==> src/include/sfct_pkg.sv <==
package sfct_pkg;

	localparam int CLK_NS    = 10;
	localparam int T_CS_NS   = 250;
	localparam int CS_CYC    = (T_CS_NS + CLK_NS - 1) / CLK_NS;
	localparam int T_PWR_MS  = 20;
	localparam int PWR_CYC   = T_PWR_MS * 1000000 / CLK_NS;
	localparam int T_BRBD_US = 1;
	localparam int BRBD_CYC  = (T_BRBD_US * 1000 + CLK_NS - 1) / CLK_NS;
	localparam int T_XFR_US  = 250;
	localparam int XFR_CYC   = T_XFR_US * 1000 / CLK_NS;
	localparam int T_EP_MS   = 20;
	localparam int EP_CYC    = T_EP_MS * 1000000 / CLK_NS;
	localparam int T_P_MS    = 14;
	localparam int P_CYC     = T_P_MS * 1000000 / CLK_NS;
	localparam int T_PE_MS   = 8;
	localparam int PE_CYC    = T_PE_MS * 1000000 / CLK_NS;
	localparam int T_BE_MS   = 12;
	localparam int BE_CYC    = T_BE_MS * 1000000 / CLK_NS;
	localparam int LINK_HALF_CYC = 6;

	localparam logic [9:0]  PAGE_LAST = 10'h20f;
	localparam logic [3:0]  HDR_BYTES = 4'h4;
	localparam logic [3:0]  CAR_DUMMY = 4'h4;
	localparam logic [3:0]  BUF_DUMMY = 4'h1;
	localparam logic [23:0] ADDR_MASK = 24'h7fffff;
	localparam logic [6:0]  STAT_LO_RST = 7'h00;

	localparam logic [7:0] OP_CAR_IPL = 8'h68;
	localparam logic [7:0] OP_CAR_SPI = 8'he8;
	localparam logic [7:0] OP_PRD_IPL = 8'h52;
	localparam logic [7:0] OP_PRD_SPI = 8'hd2;
	localparam logic [7:0] OP_BF1_IPL = 8'h54;
	localparam logic [7:0] OP_BF2_IPL = 8'h56;
	localparam logic [7:0] OP_BF1_SPI = 8'hd4;
	localparam logic [7:0] OP_BF2_SPI = 8'hd6;
	localparam logic [7:0] OP_ST_IPL  = 8'h57;
	localparam logic [7:0] OP_ST_SPI  = 8'hd7;
	localparam logic [7:0] OP_XFR1    = 8'h53;
	localparam logic [7:0] OP_XFR2    = 8'h55;
	localparam logic [7:0] OP_CMP1    = 8'h60;
	localparam logic [7:0] OP_CMP2    = 8'h61;
	localparam logic [7:0] OP_EPG1    = 8'h83;
	localparam logic [7:0] OP_EPG2    = 8'h86;
	localparam logic [7:0] OP_MPG1    = 8'h82;
	localparam logic [7:0] OP_MPG2    = 8'h85;
	localparam logic [7:0] OP_RWR1    = 8'h58;
	localparam logic [7:0] OP_RWR2    = 8'h59;
	localparam logic [7:0] OP_PG1     = 8'h88;
	localparam logic [7:0] OP_PG2     = 8'h89;
	localparam logic [7:0] OP_PER     = 8'h81;
	localparam logic [7:0] OP_BER     = 8'h50;

endpackage : sfct_pkg

==> src/include/sfct_if.sv <==
`timescale 1ns/1ps
`default_nettype none
interface sfct_if;
	logic sck;
	logic cs_n;
	logic si;
	logic so;
	logic rdy;
	logic rst_n;

	modport dev
	(
		input  sck,
		input  cs_n,
		input  si,
		input  rst_n,
		output so,
		output rdy
	);

	modport host
	(
		output sck,
		output cs_n,
		output si,
		output rst_n,
		input  so,
		input  rdy
	);
endinterface : sfct_if
`default_nettype wire

==> src/hw/sfct_dev.sv <==
`timescale 1ns/1ps
`default_nettype none
module sfct_dev
#(
	parameter logic [6:0] STAT_LO = sfct_pkg::STAT_LO_RST,
	parameter int         XFR_CYC = sfct_pkg::XFR_CYC,
	parameter int         EP_CYC  = sfct_pkg::EP_CYC,
	parameter int         P_CYC   = sfct_pkg::P_CYC,
	parameter int         PE_CYC  = sfct_pkg::PE_CYC,
	parameter int         BE_CYC  = sfct_pkg::BE_CYC
)
(
	input  wire logic        CLOCK_I,
	input  wire logic        RST_I,
	input  wire logic [7:0]  RD_DATA_I,
	output logic      [7:0]  CMD_O,
	output logic      [23:0] ADDR_O,
	output logic             HDR_VALID_O,
	output logic      [7:0]  RX_DATA_O,
	output logic             RX_VALID_O,
	output logic             RD_REQ_O,
	output logic             CPOL_O,
	output logic             BUSY_O,
	sfct_if.dev              LNK
);

	function automatic logic is_stat(input logic [7:0] op);
		is_stat = (op == sfct_pkg::OP_ST_IPL) || (op == sfct_pkg::OP_ST_SPI);
	endfunction : is_stat

	function automatic logic [3:0] dummy_of(input logic [7:0] op);
		case (op)
			sfct_pkg::OP_CAR_IPL,
			sfct_pkg::OP_CAR_SPI,
			sfct_pkg::OP_PRD_IPL,
			sfct_pkg::OP_PRD_SPI: dummy_of = sfct_pkg::CAR_DUMMY;
			sfct_pkg::OP_BF1_IPL,
			sfct_pkg::OP_BF2_IPL,
			sfct_pkg::OP_BF1_SPI,
			sfct_pkg::OP_BF2_SPI: dummy_of = sfct_pkg::BUF_DUMMY;
			default: dummy_of = 4'h0;
		endcase
	endfunction : dummy_of

	function automatic logic [31:0] op_cyc(input logic [7:0] op);
		case (op)
			sfct_pkg::OP_XFR1,
			sfct_pkg::OP_XFR2,
			sfct_pkg::OP_CMP1,
			sfct_pkg::OP_CMP2: op_cyc = 32'(XFR_CYC);
			sfct_pkg::OP_EPG1,
			sfct_pkg::OP_EPG2,
			sfct_pkg::OP_MPG1,
			sfct_pkg::OP_MPG2,
			sfct_pkg::OP_RWR1,
			sfct_pkg::OP_RWR2: op_cyc = 32'(EP_CYC);
			sfct_pkg::OP_PG1,
			sfct_pkg::OP_PG2: op_cyc = 32'(P_CYC);
			sfct_pkg::OP_PER: op_cyc = 32'(PE_CYC);
			sfct_pkg::OP_BER: op_cyc = 32'(BE_CYC);
			default: op_cyc = 32'h0;
		endcase
	endfunction : op_cyc

	logic [2:0]  sck_s;
	logic [2:0]  cs_s;
	logic [1:0]  si_s;
	logic [1:0]  rn_s;
	logic        prot_rst;
	logic        sel;
	logic        sck_rise;
	logic        sck_fall;
	logic        cs_fall;
	logic        cs_rise;
	logic        cpol_q;
	logic [2:0]  bit_q;
	logic [3:0]  cnt_q;
	logic [7:0]  sh_q;
	logic [7:0]  cmd_q;
	logic [23:0] addr_q;
	logic        hdr_vld_q;
	logic [7:0]  rx_q;
	logic        rx_vld_q;
	logic [7:0]  byte_w;
	logic        data_ph;
	logic [7:0]  tx_q;
	logic [7:0]  ld_w;
	logic        so_q;
	logic        rd_req_q;
	logic [31:0] busy_q;
	logic [31:0] busy_d;
	logic        start_w;
	logic        rdy_q;

	// Pins arrive from the host's clock domain and pass two flops first.
	always_ff @(posedge CLOCK_I)
	begin
		if (RST_I)
		begin
			sck_s <= 3'h0;
			cs_s  <= 3'h7;
			si_s  <= 2'h0;
			rn_s  <= 2'h0;
		end
		else
		begin
			sck_s <= {sck_s[1:0], LNK.sck};
			cs_s  <= {cs_s[1:0], LNK.cs_n};
			si_s  <= {si_s[0], LNK.si};
			rn_s  <= {rn_s[0], LNK.rst_n};
		end
	end

	// The pin reset clears the protocol; a select held high across its
	// release guarantees no half command survives.
	assign prot_rst = RST_I | ~rn_s[1];
	assign sel      = ~cs_s[1];
	assign sck_rise = sck_s[1] & ~sck_s[2];
	assign sck_fall = ~sck_s[1] & sck_s[2];
	assign cs_fall  = ~cs_s[1] & cs_s[2];
	assign cs_rise  = cs_s[1] & ~cs_s[2];
	assign byte_w   = {sh_q[6:0], si_s[1]};

	// The clock level at select fall tells which convention is in use.
	always_ff @(posedge CLOCK_I)
	begin
		if (prot_rst)
			cpol_q <= 1'b0;
		else if (cs_fall)
			cpol_q <= sck_s[1];
	end

	always_ff @(posedge CLOCK_I)
	begin
		if (prot_rst)
		begin
			bit_q     <= 3'h0;
			cnt_q     <= 4'h0;
			sh_q      <= 8'h00;
			cmd_q     <= 8'h00;
			addr_q    <= 24'h000000;
			hdr_vld_q <= 1'b0;
			rx_q      <= 8'h00;
			rx_vld_q  <= 1'b0;
		end
		else
		begin
			hdr_vld_q <= 1'b0;
			rx_vld_q  <= 1'b0;
			if (cs_fall)
			begin
				bit_q <= 3'h0;
				cnt_q <= 4'h0;
			end
			else if (sel && sck_rise)
			begin
				sh_q  <= byte_w;
				bit_q <= bit_q + 3'h1;
				if (bit_q == 3'h7)
				begin
					if (cnt_q != 4'hf)
						cnt_q <= cnt_q + 4'h1;
					if (cnt_q == 4'h0)
						cmd_q <= byte_w;
					else if (cnt_q < sfct_pkg::HDR_BYTES)
						addr_q <= {addr_q[15:0], byte_w};
					if ((cnt_q == 4'h3) || ((cnt_q == 4'h0) && is_stat(byte_w)))
						hdr_vld_q <= 1'b1;
					if ((cnt_q >= sfct_pkg::HDR_BYTES) && !is_stat(cmd_q)
						&& (dummy_of(cmd_q) == 4'h0))
					begin
						rx_q     <= byte_w;
						rx_vld_q <= 1'b1;
					end
				end
			end
		end
	end

	// Read opcodes of both naming sets are accepted in every convention,
	// since idle-low and mode 0 cannot be told apart on the pins.
	assign data_ph = is_stat(cmd_q) ? (cnt_q != 4'h0) :
		((dummy_of(cmd_q) != 4'h0) &&
		(cnt_q >= (sfct_pkg::HDR_BYTES + dummy_of(cmd_q))));

	// Status repeats for as long as the host clocks; later bytes carry
	// the live ready flag in bit 7 over the fixed STAT_LO bits, as the first does.
	assign ld_w = is_stat(cmd_q) ? {rdy_q, STAT_LO} : RD_DATA_I;

	// Output bits change on the falling edge so the host may sample on
	// the rising one in both modes.
	always_ff @(posedge CLOCK_I)
	begin
		if (prot_rst)
		begin
			tx_q     <= 8'h00;
			so_q     <= 1'b0;
			rd_req_q <= 1'b0;
		end
		else
		begin
			rd_req_q <= 1'b0;
			if (sel && sck_fall && data_ph)
			begin
				if (bit_q == 3'h0)
				begin
					so_q     <= ld_w[7];
					tx_q     <= {ld_w[6:0], 1'b0};
					rd_req_q <= ~is_stat(cmd_q);
				end
				else
				begin
					so_q <= tx_q[7];
					tx_q <= {tx_q[6:0], 1'b0};
				end
			end
		end
	end

	// A complete header followed by select rise launches the timer; a
	// command arriving while busy is not started.
	assign start_w = cs_rise && (bit_q == 3'h0) &&
		(cnt_q >= sfct_pkg::HDR_BYTES) && (busy_q == 32'h0) &&
		(op_cyc(cmd_q) != 32'h0);

	always_comb
	begin
		if (start_w)
			busy_d = op_cyc(cmd_q);
		else if (busy_q != 32'h0)
			busy_d = busy_q - 32'h1;
		else
			busy_d = 32'h0;
	end

	always_ff @(posedge CLOCK_I)
	begin
		if (prot_rst)
		begin
			busy_q <= 32'h0;
			rdy_q  <= 1'b1;
		end
		else
		begin
			busy_q <= busy_d;
			rdy_q  <= (busy_d == 32'h0);
		end
	end

	assign LNK.so      = so_q;
	assign LNK.rdy     = rdy_q;
	assign CMD_O       = cmd_q;
	assign ADDR_O      = addr_q;
	assign HDR_VALID_O = hdr_vld_q;
	assign RX_DATA_O   = rx_q;
	assign RX_VALID_O  = rx_vld_q;
	assign RD_REQ_O    = rd_req_q;
	assign CPOL_O      = cpol_q;
	assign BUSY_O      = ~rdy_q;

endmodule : sfct_dev
`default_nettype wire

==> src/flat_wrapper.sv <==
// flat-port wrapper written by rule: the top's interface ports become plain ports
module sfct_dev_flat 
#(
	parameter logic [6:0] STAT_LO = sfct_pkg::STAT_LO_RST,
	parameter int         XFR_CYC = sfct_pkg::XFR_CYC,
	parameter int         EP_CYC  = sfct_pkg::EP_CYC,
	parameter int         P_CYC   = sfct_pkg::P_CYC,
	parameter int         PE_CYC  = sfct_pkg::PE_CYC,
	parameter int         BE_CYC  = sfct_pkg::BE_CYC
)
  (CLOCK_I, RST_I, RD_DATA_I, CMD_O, ADDR_O, HDR_VALID_O, RX_DATA_O, RX_VALID_O, RD_REQ_O, CPOL_O, BUSY_O, LNK_sck, LNK_cs_n, LNK_si, LNK_rst_n, LNK_so, LNK_rdy);
  sfct_if LNK_i ();
  input  wire logic CLOCK_I;
  input  wire logic RST_I;
  input  wire logic [7:0] RD_DATA_I;
  output logic      [7:0] CMD_O;
  output logic      [23:0] ADDR_O;
  output logic HDR_VALID_O;
  output logic      [7:0] RX_DATA_O;
  output logic RX_VALID_O;
  output logic RD_REQ_O;
  output logic CPOL_O;
  output logic BUSY_O;
  input wire logic [$bits(LNK_i.sck)-1:0] LNK_sck;
  input wire logic [$bits(LNK_i.cs_n)-1:0] LNK_cs_n;
  input wire logic [$bits(LNK_i.si)-1:0] LNK_si;
  input wire logic [$bits(LNK_i.rst_n)-1:0] LNK_rst_n;
  output wire logic [$bits(LNK_i.so)-1:0] LNK_so;
  output wire logic [$bits(LNK_i.rdy)-1:0] LNK_rdy;
  assign LNK_i.sck = LNK_sck;
  assign LNK_i.cs_n = LNK_cs_n;
  assign LNK_i.si = LNK_si;
  assign LNK_i.rst_n = LNK_rst_n;
  assign LNK_so = LNK_i.so;
  assign LNK_rdy = LNK_i.rdy;
  sfct_dev #(.STAT_LO(STAT_LO), .XFR_CYC(XFR_CYC), .EP_CYC(EP_CYC), .P_CYC(P_CYC), .PE_CYC(PE_CYC), .BE_CYC(BE_CYC)) u_core (.CLOCK_I(CLOCK_I), .RST_I(RST_I), .RD_DATA_I(RD_DATA_I), .CMD_O(CMD_O), .ADDR_O(ADDR_O), .HDR_VALID_O(HDR_VALID_O), .RX_DATA_O(RX_DATA_O), .RX_VALID_O(RX_VALID_O), .RD_REQ_O(RD_REQ_O), .CPOL_O(CPOL_O), .BUSY_O(BUSY_O), .LNK(LNK_i));
endmodule
==> config.mk <==
export PLATFORM = sky130hd
export DESIGN_NAME = sfct_dev_flat
export DESIGN_NICKNAME = d
export VERILOG_FILES = /design/src/include/sfct_pkg.sv /design/src/include/sfct_if.sv /design/src/hw/sfct_dev.sv /design/src/flat_wrapper.sv
export SDC_FILE = /design/constraint.sdc
export NUM_CORES = 1
export LEC_CHECK = 0
export ABC_CLOCK_PERIOD_IN_PS = 4000
export BUFFER_PORTS_ARGS = -buffer_cell sky130_fd_sc_hd__clkbuf_2
export CAP_MARGIN = 10
export CORE_MARGIN = 3
export CORE_UTILIZATION = 45
export DETAILED_ROUTE_END_ITERATION = 10
export GPL_ROUTABILITY_DRIVEN = 0
export PLACE_DENSITY = 0.76
export SYNTH_ARGS = -nofsm -noshare
export SYNTH_HDL_FRONTEND = slang
export SYNTH_SLANG_ARGS = --single-unit
export TNS_END_PERCENT = 30
==> constraint.sdc <==
create_clock -name CLOCK_I -period 4 [get_ports CLOCK_I]
set_clock_uncertainty 0.1 [all_clocks]
set_input_delay 0.2 -clock CLOCK_I [delete_from_list [all_inputs] [get_ports CLOCK_I]]
set_output_delay 0.2 -clock CLOCK_I [all_outputs]
set_load 0.01 [all_outputs]
==> flow_summary.json, run 1 <==
{
  "wl_per_cell_um": 14.2,
  "die_y_um": 110,
  "placeableCoreArea_um2": 10500,
  "global_route.overflow_total": 0,
  "die_footprint_um2": 12200,
  "pre_cts_slack_ns": 0.951,
  "routed_wire_length_um": 11100,
  "final.setup.worst_slack_ns": 0.887,
  "route.detailed.vias_per_inst": 5.53,
  "nets": 668,
  "detailroute.via_count": 4342,
  "cp.arrival_ns": 3.31,
  "internal_power_uw": 1350,
  "ctsHtreeMaxLevel": 3,
  "share_clk_of_total_power": 0.375,
  "clock_path_buffers": 2,
  "finalNonFillerCells": 785,
  "n_fill_cell": 1013,
  "power_frac_seq": 0.610,
  "post_synth_and_or_nand_nor_area_fraction": 0.282,
  "cts_hold_repair.buffers": 4,
  "drt_iter0_markers": 282,
  "timing.setup.critical_path_class": "flop to flop",
  "synth_ff_type": "sky130_fd_sc_hd__dfxtp_1",
  "mostFrequentLayoutCell": "sky130_fd_sc_hd__dfxtp_1",
  "net-switching-power_uw": 439,
  "hold_viol_final": 0,
  "mappedNetlistArea_um2": 4910,
  "power_uw": 1790,
  "final_cell_mix": "109 x sky130_fd_sc_hd__dfxtp_1, 101 x sky130_fd_sc_hd__nand2_1, 80 x sky130_fd_sc_hd__nor2_1",
  "grt_first_pass_wirelength_um": 18700,
  "synth_compound_area_frac": 0.111,
  "finalSetupViolCount": 0,
  "power_density_nw_per_um2": 323,
  "cp-end-kind": "flop",
  "globalRouteTotalUtil": 0.181,
  "worst-slew-pin-transition_ns": 0.982,
  "synth-seq-area-share": 0.444,
  "fin_tns_setup_ns": 0,
  "switching_share": 0.245,
  "grt_antenna_before_repair": 0,
  "number_of_global_route_vias_before_repair": 4033,
  "synthesis.instances": 593,
  "diode_insertion_count_for_antenna_repair": 0,
  "maxCapViolations": 0,
  "postCtsResizedCells": 0,
  "dpl.cell_count": 765,
  "max-slew-margin-rel": 0.346,
  "drc_errors": 0,
  "final.min_clock_period_ns": 3.11,
  "hold-worst-slack_ns": 0.0247,
  "critical-path-max-stage-delay_ns": 0.63,
  "design.portCount": 61,
  "die_width_um": 110,
  "netlist-cell-type-count": 50,
  "timing.critical_path.cells": "nor2b_1 > nand4b_1 > nor2_1 > ha_1 > nor2_1 > a21boi_0 > o21a_1 > o21a_1 > o211ai_1 > buf_4 > or4b_2 > a21oi_1",
  "timing.critical_path.fanout_max": 11,
  "cts_root_buf": "sky130_fd_sc_hd__clkbuf_8",
  "tritoncts": "done",
  "synth_edf_count": 0,
  "synth-warning-count": 0,
  "cts.sinks": 109,
  "timing.critical_path.required_ns": 4.19,
  "cts_setup_buffers": 0,
  "main_combinational_cell_family_by_area_after_synthesis": "simple AND/OR/NAND/NOR gates",
  "final_hpwl_from_detailed_placement_um": 7840,
  "postSynthNetCount": 617,
  "xor_xnor_share_of_the_synthesized_area": 0.0535,
  "static-leakage-power_uw": 0.00232,
  "yosys_register_bits": 109,
  "clkSlewWorstSetupHoldPaths_ns": 0.12,
  "fraction_of_layout_instances_using_a_drive_strength_above_1": 0.142,
  "unrepaired_setup_endpoints_after_global_routing": "false",
  "port-buffer-count": 60,
  "vdd_drop_max_v": 0.000193,
  "final-max-slew-violation-count": 0,
  "share_comb_of_total_power": 0.015,
  "initial_utilization": 0.469,
  "fmax_mhz": 321,
  "synthAdderAreaFrac": 0.0255,
  "period_utilization_post_route": 0.778,
  "drt-pass1-iter-count": 5,
  "cts_buffers": 9,
  "worst_skew_pair.late_latency_ns": 0.38,
  "critical_path.slowest_cell": "sky130_fd_sc_hd__or4b_2",
  "worst_setup_path_start_kind": "flop",
  "postRouteAntennaNets": 0,
  "synth.avg_cell_area_um2": 8.28,
  "grt_max_degree": 51,
  "async_flop_share": 0,
  "synthMuxAreaShare": 0.0510,
  "row_count": 37,
  "outcome": "complete, no violations",
  "class_of_the_tightest_hold_or_removal_check": "primary input to flop",
  "syn_to_final_growth_pct": 12.9
}
routing by layer:
metal	part of all wire	vias to the layer above	track usage	wire length (um)
met5	0	-	0	0
met4	0.019	0	0.0542	209
met3	0.048	21	0.0460	534
met2	0.50	102	0.311	5590
met1	0.43	2066	0.221	4800
li1	-	2153	-	-
cell type report:
| cell class | instances | area (um2) | area share |
|---|---|---|---|
| Inverter | 9 | 33.8 | 0.00609 |
| Sequential cell | 109 | 2180 | 0.394 |
| Clock buffer | 9 | 124 | 0.0223 |
| Timing Repair Buffer | 70 | 385 | 0.0695 |
| Clock inverter | 7 | 75.1 | 0.0135 |
| Multi-Input combinational cell | 445 | 2570 | 0.464 |
| Tap cell | 136 | 170 | 0.0307 |
kinds of logic (layout without fill, tap and decap cells):
group / after synthesis / after routing
compound gates: 91 / 91
xor+xnor: 30 / 30
fa+ha+maj: 10 / 10
buf+inv: 39 / 95
flops: 109 / 109
mux: 25 / 25
simple gates: 289 / 289
Yosys cell counts, drive strengths merged, types with 5 or more instances:
library cell	number	area (um2)
a21oi	45	225
xnor2	17	149
or4	9	78.8
nor2	80	300
inv	9	33.8
ha	10	125
dfxtp	109	2180
nand3	15	75.1
or3	10	62.6
clkbuf	25	93.8
nand4	8	50.1
o21ai	16	80.1
a22oi	8	60.1
nor4	13	81.3
xor2	13	114
nor2b	11	68.8
nand2	101	379
nor3	16	80.1
buf	5	35.0
mux2i	25	250
registers in the layout (all words and copies together) (netlist names):
name	count
u_core.LNK.so	1
u_core.sh_q	7
u_core.rn_s	2
u_core.CPOL_O	1
u_core.RD_REQ_O	1
u_core.sck_s	3
u_core.busy_q	32
u_core.HDR_VALID_O	1
u_core.tx_q	7
u_core.LNK.rdy	1
u_core.bit_q	3
u_core.cs_s	3
u_core.RX_DATA_O	8
u_core.si_s	2
u_core.CMD_O	8
u_core.ADDR_O	24
u_core.RX_VALID_O	1
u_core.cnt_q	4
stage by stage:
| stage | util | area (um2) |
|---|---|---|
| finish | 0.530 | 5540 |
| CTS | 0.530 | 5540 |
| floorplan | - | 4910 |
| global placement | 0.507 | 5310 |
| detailed placement | 0.507 | 5310 |
| global route | 0.530 | 5540 |
worst paths after layout:
check | from | end | slack [ns] | cells after the start
worst max-delay path | u_core.CMD_O[4] | u_core.tx_q[1] | 0.89 | 12
worst min-delay path | RST_I | u_core.sck_s[0] | 0.02 | 2
worst max register to register | u_core.CMD_O[4] | u_core.tx_q[1] | 0.89 | 12
worst min register to register | u_core.cs_s[0] | u_core.cs_s[1] | 0.33 | 1
power by group through the flow:
stage	logic [uW]	registers (uW)	clock network [uW]
2_1_floorplan	14.0	1120	0
3_3_place_gp	22.6	1120	0
3_5_place_dp	23.1	1120	0
4_1_cts	26.2	1090	688
5_1_grt	29.5	1090	736
6_report	26.0	1090	672
critical path, delay by kind of cell, from the launching register on:
family | cells | cell delay, ns
AND/OR/NAND/NOR | 5 | 1.44
AO/OA/AOI/OAI | 5 | 0.66
flip-flops | 1 | 0.49
buffers and inverters | 1 | 0.20
adder cells (fa/ha/maj) | 1 | 0.14
Note: power is estimated with default switching activity, not from simulation.
==> run 2, diff against run 1 <==
--- a/config.mk
+++ b/config.mk
@@ -5,14 +5,14 @@
 export SDC_FILE = /design/constraint.sdc
 export NUM_CORES = 1
 export LEC_CHECK = 0
-export ABC_CLOCK_PERIOD_IN_PS = 4000
+export ABC_CLOCK_PERIOD_IN_PS = 2800
 export BUFFER_PORTS_ARGS = -buffer_cell sky130_fd_sc_hd__clkbuf_2
 export CAP_MARGIN = 10
 export CORE_MARGIN = 3
 export CORE_UTILIZATION = 45
 export DETAILED_ROUTE_END_ITERATION = 10
 export GPL_ROUTABILITY_DRIVEN = 0
-export PLACE_DENSITY = 0.76
+export PLACE_DENSITY = 0.79
 export SYNTH_ARGS = -nofsm -noshare
 export SYNTH_HDL_FRONTEND = slang
 export SYNTH_SLANG_ARGS = --single-unit
==> constraint.sdc (replaced) <==
create_clock -name CLOCK_I -period 2.8 [get_ports CLOCK_I]
set_clock_uncertainty 0.1 [all_clocks]
set_input_delay 0.14 -clock CLOCK_I [delete_from_list [all_inputs] [get_ports CLOCK_I]]
set_output_delay 0.14 -clock CLOCK_I [all_outputs]
set_load 0.01 [all_outputs]
==> flow_summary.json, run 2 (synthesized netlist as in run 1, its figures left out) <==
{
  "cts_root_buf": "sky130_fd_sc_hd__clkbuf_8",
  "drt_iter0_markers": 455,
  "maxCapViolations": 0,
  "die_footprint_um2": 12200,
  "layout.cell_area.non_filler_um2": 5830,
  "final.setup.worst_slack_ns": 0.107,
  "timing.critical_path.required_ns": 2.94,
  "max-slew-margin-rel": 0.483,
  "grt_first_pass_wirelength_um": 20400,
  "worst_setup_path_start_kind": "flop",
  "final_cell_mix": "105 x sky130_fd_sc_hd__dfxtp_1, 101 x sky130_fd_sc_hd__nand2_1, 80 x sky130_fd_sc_hd__nor2_1",
  "placeableCoreArea_um2": 10500,
  "cp-end-kind": "flop",
  "cts_buffers": 9,
  "grt_max_degree": 48,
  "wl_per_cell_um": 14.6,
  "fraction_of_layout_instances_using_a_drive_strength_above_1": 0.194,
  "final_hpwl_from_detailed_placement_um": 8440,
  "drt-pass1-iter-count": 5,
  "timing.critical_path.cells": "or4_4 > or4_4 > or4_4 > or3_1 > o211a_1 > nand4_1 > o31ai_1",
  "routed_wire_length_um": 11900,
  "route.detailed.vias_per_inst": 5.51,
  "finalSetupViolCount": 0,
  "critical-path-max-stage-delay_ns": 0.53,
  "critical_path.slowest_cell": "sky130_fd_sc_hd__or4_4",
  "registers.top_by_ff_count": "u_core.busy_q",
  "number_of_global_route_vias_before_repair": 4367,
  "clock_path_buffers": 2,
  "drc_errors": 0,
  "grt_antenna_before_repair": 0,
  "fmax_mhz": 371,
  "class_of_the_tightest_hold_or_removal_check": "primary input to flop",
  "ctsHtreeMaxLevel": 3,
  "period_utilization_post_route": 0.962,
  "power_density_nw_per_um2": 422,
  "timing.setup.critical_path_class": "flop to flop",
  "tritoncts": "done",
  "static-leakage-power_uw": 0.00249,
  "diode_insertion_count_for_antenna_repair": 0,
  "initial_utilization": 0.469,
  "outcome": "complete, no violations",
  "nets": 702,
  "cpMostUsedCell": "sky130_fd_sc_hd__or4_4",
  "detailroute.via_count": 4509,
  "row_count": 37,
  "cp.arrival_ns": 2.84,
  "mostFrequentLayoutCell": "sky130_fd_sc_hd__dfxtp_1",
  "global_route.overflow_total": 0,
  "port-buffer-count": 60,
  "clkSlewWorstSetupHoldPaths_ns": 0.10,
  "hold_viol_final": 0,
  "cts.sinks": 109,
  "timing.critical_path.fanout_max": 7,
  "final.min_clock_period_ns": 2.69,
  "syn_to_final_growth_pct": 18.8,
  "worst-slew-pin-transition_ns": 0.776,
  "final-max-slew-violation-count": 0,
  "globalRouteTotalUtil": 0.195,
  "vdd_drop_max_v": 0.000352,
  "unrepaired_setup_endpoints_after_global_routing": "true",
  "die_y_um": 110,
  "largest_register_ffs": 32,
  "worst_skew_pair.late_latency_ns": 0.37,
  "postRouteAntennaNets": 0,
  "pre_cts_slack_ns": -0.00312,
  "die_width_um": 110,
  "detailed_place.area_um2": 5510,
  "design.portCount": 61
}
==> run 2: cell count changes in the layout (fill, tap and decap cells not counted), sizes merged <==
cell	before	now
buf	6	36
dlygate4sd3	4	8
clkinvlp	0	3
clkinv	3	1
inv	13	11
==> run 2: layout make-up <==
cell class / count / area [um2]
inverters: 9 / 33.8
well taps: 136 / 170
multi-input cells: 445 / 2610
clock buffers: 9 / 124
fillers: 949 / 4630
clock inverters: 6 / 48.8
repair buffers: 104 / 658
flip-flops and latches: 109 / 2190
==> run 2: routing by layer <==
metal	wire length (um)	vias to the layer above	GRT usage	share of wire
met3	661	25	0.0438	0.056
li1	-	2215	-	-
met2	5900	137	0.327	0.50
met1	5120	2132	0.246	0.43
met4	235	0	0.0657	0.020
met5	0	-	0	0
==> run 2: report_power, final <==
group	switching [uW]	total, uW	internal, uW
registers	3.71	1560	1560
logic	20.5	41.9	21.4
clock network	534	861	326
total	559	2460	1900
==> run 2: what timing repair did <==
action,CTS,global route
cloned,0,1
hold buffers,8,0
endpoints found under the hold margin,7,0
gates resized for setup,2,10
buffers inserted,2,2
setup endpoints to repair,1,12
pin swaps,2,4
==> run 2: path summary, 6_finish.rpt <==
check | slack, ns | cells after the start | from | end
setup / recovery | 0.11 | 7 | u_core.busy_q[15] | u_core.LNK.rdy
hold / removal | 0.06 | 3 | RD_DATA_I[0] | u_core.tx_q[1]
setup reg to reg | 0.11 | 7 | u_core.busy_q[15] | u_core.LNK.rdy
hold reg to reg | 0.32 | 1 | u_core.cs_s[0] | u_core.cs_s[1]
==> run 2: worst max-delay path, delay by kind of cell, from the launching register on <==
family           cells  cell delay, ns
AO/OA/AOI/OAI        2            0.21
flip-flops           1            0.34
AND/OR/NAND/NOR      5            1.91
==> run 2: stage by stage <==
stage / utilization / hold WS, ns / cells / total power, uW / TNS, ns
after floorplan: - / 0.144 / 593 / 1610 / -0.0446
after global placement: 0.526 / 0.227 / 790 / 1630 / 0
after detailed placement: 0.526 / 0.228 / 790 / 1630 / -0.00312
after CTS: 0.553 / 0.0511 / 815 / 2480 / 0
after global routing: 0.557 / 0.0619 / 818 / 2540 / -0.0149
final: 0.557 / 0.0568 / 818 / 2460 / 0
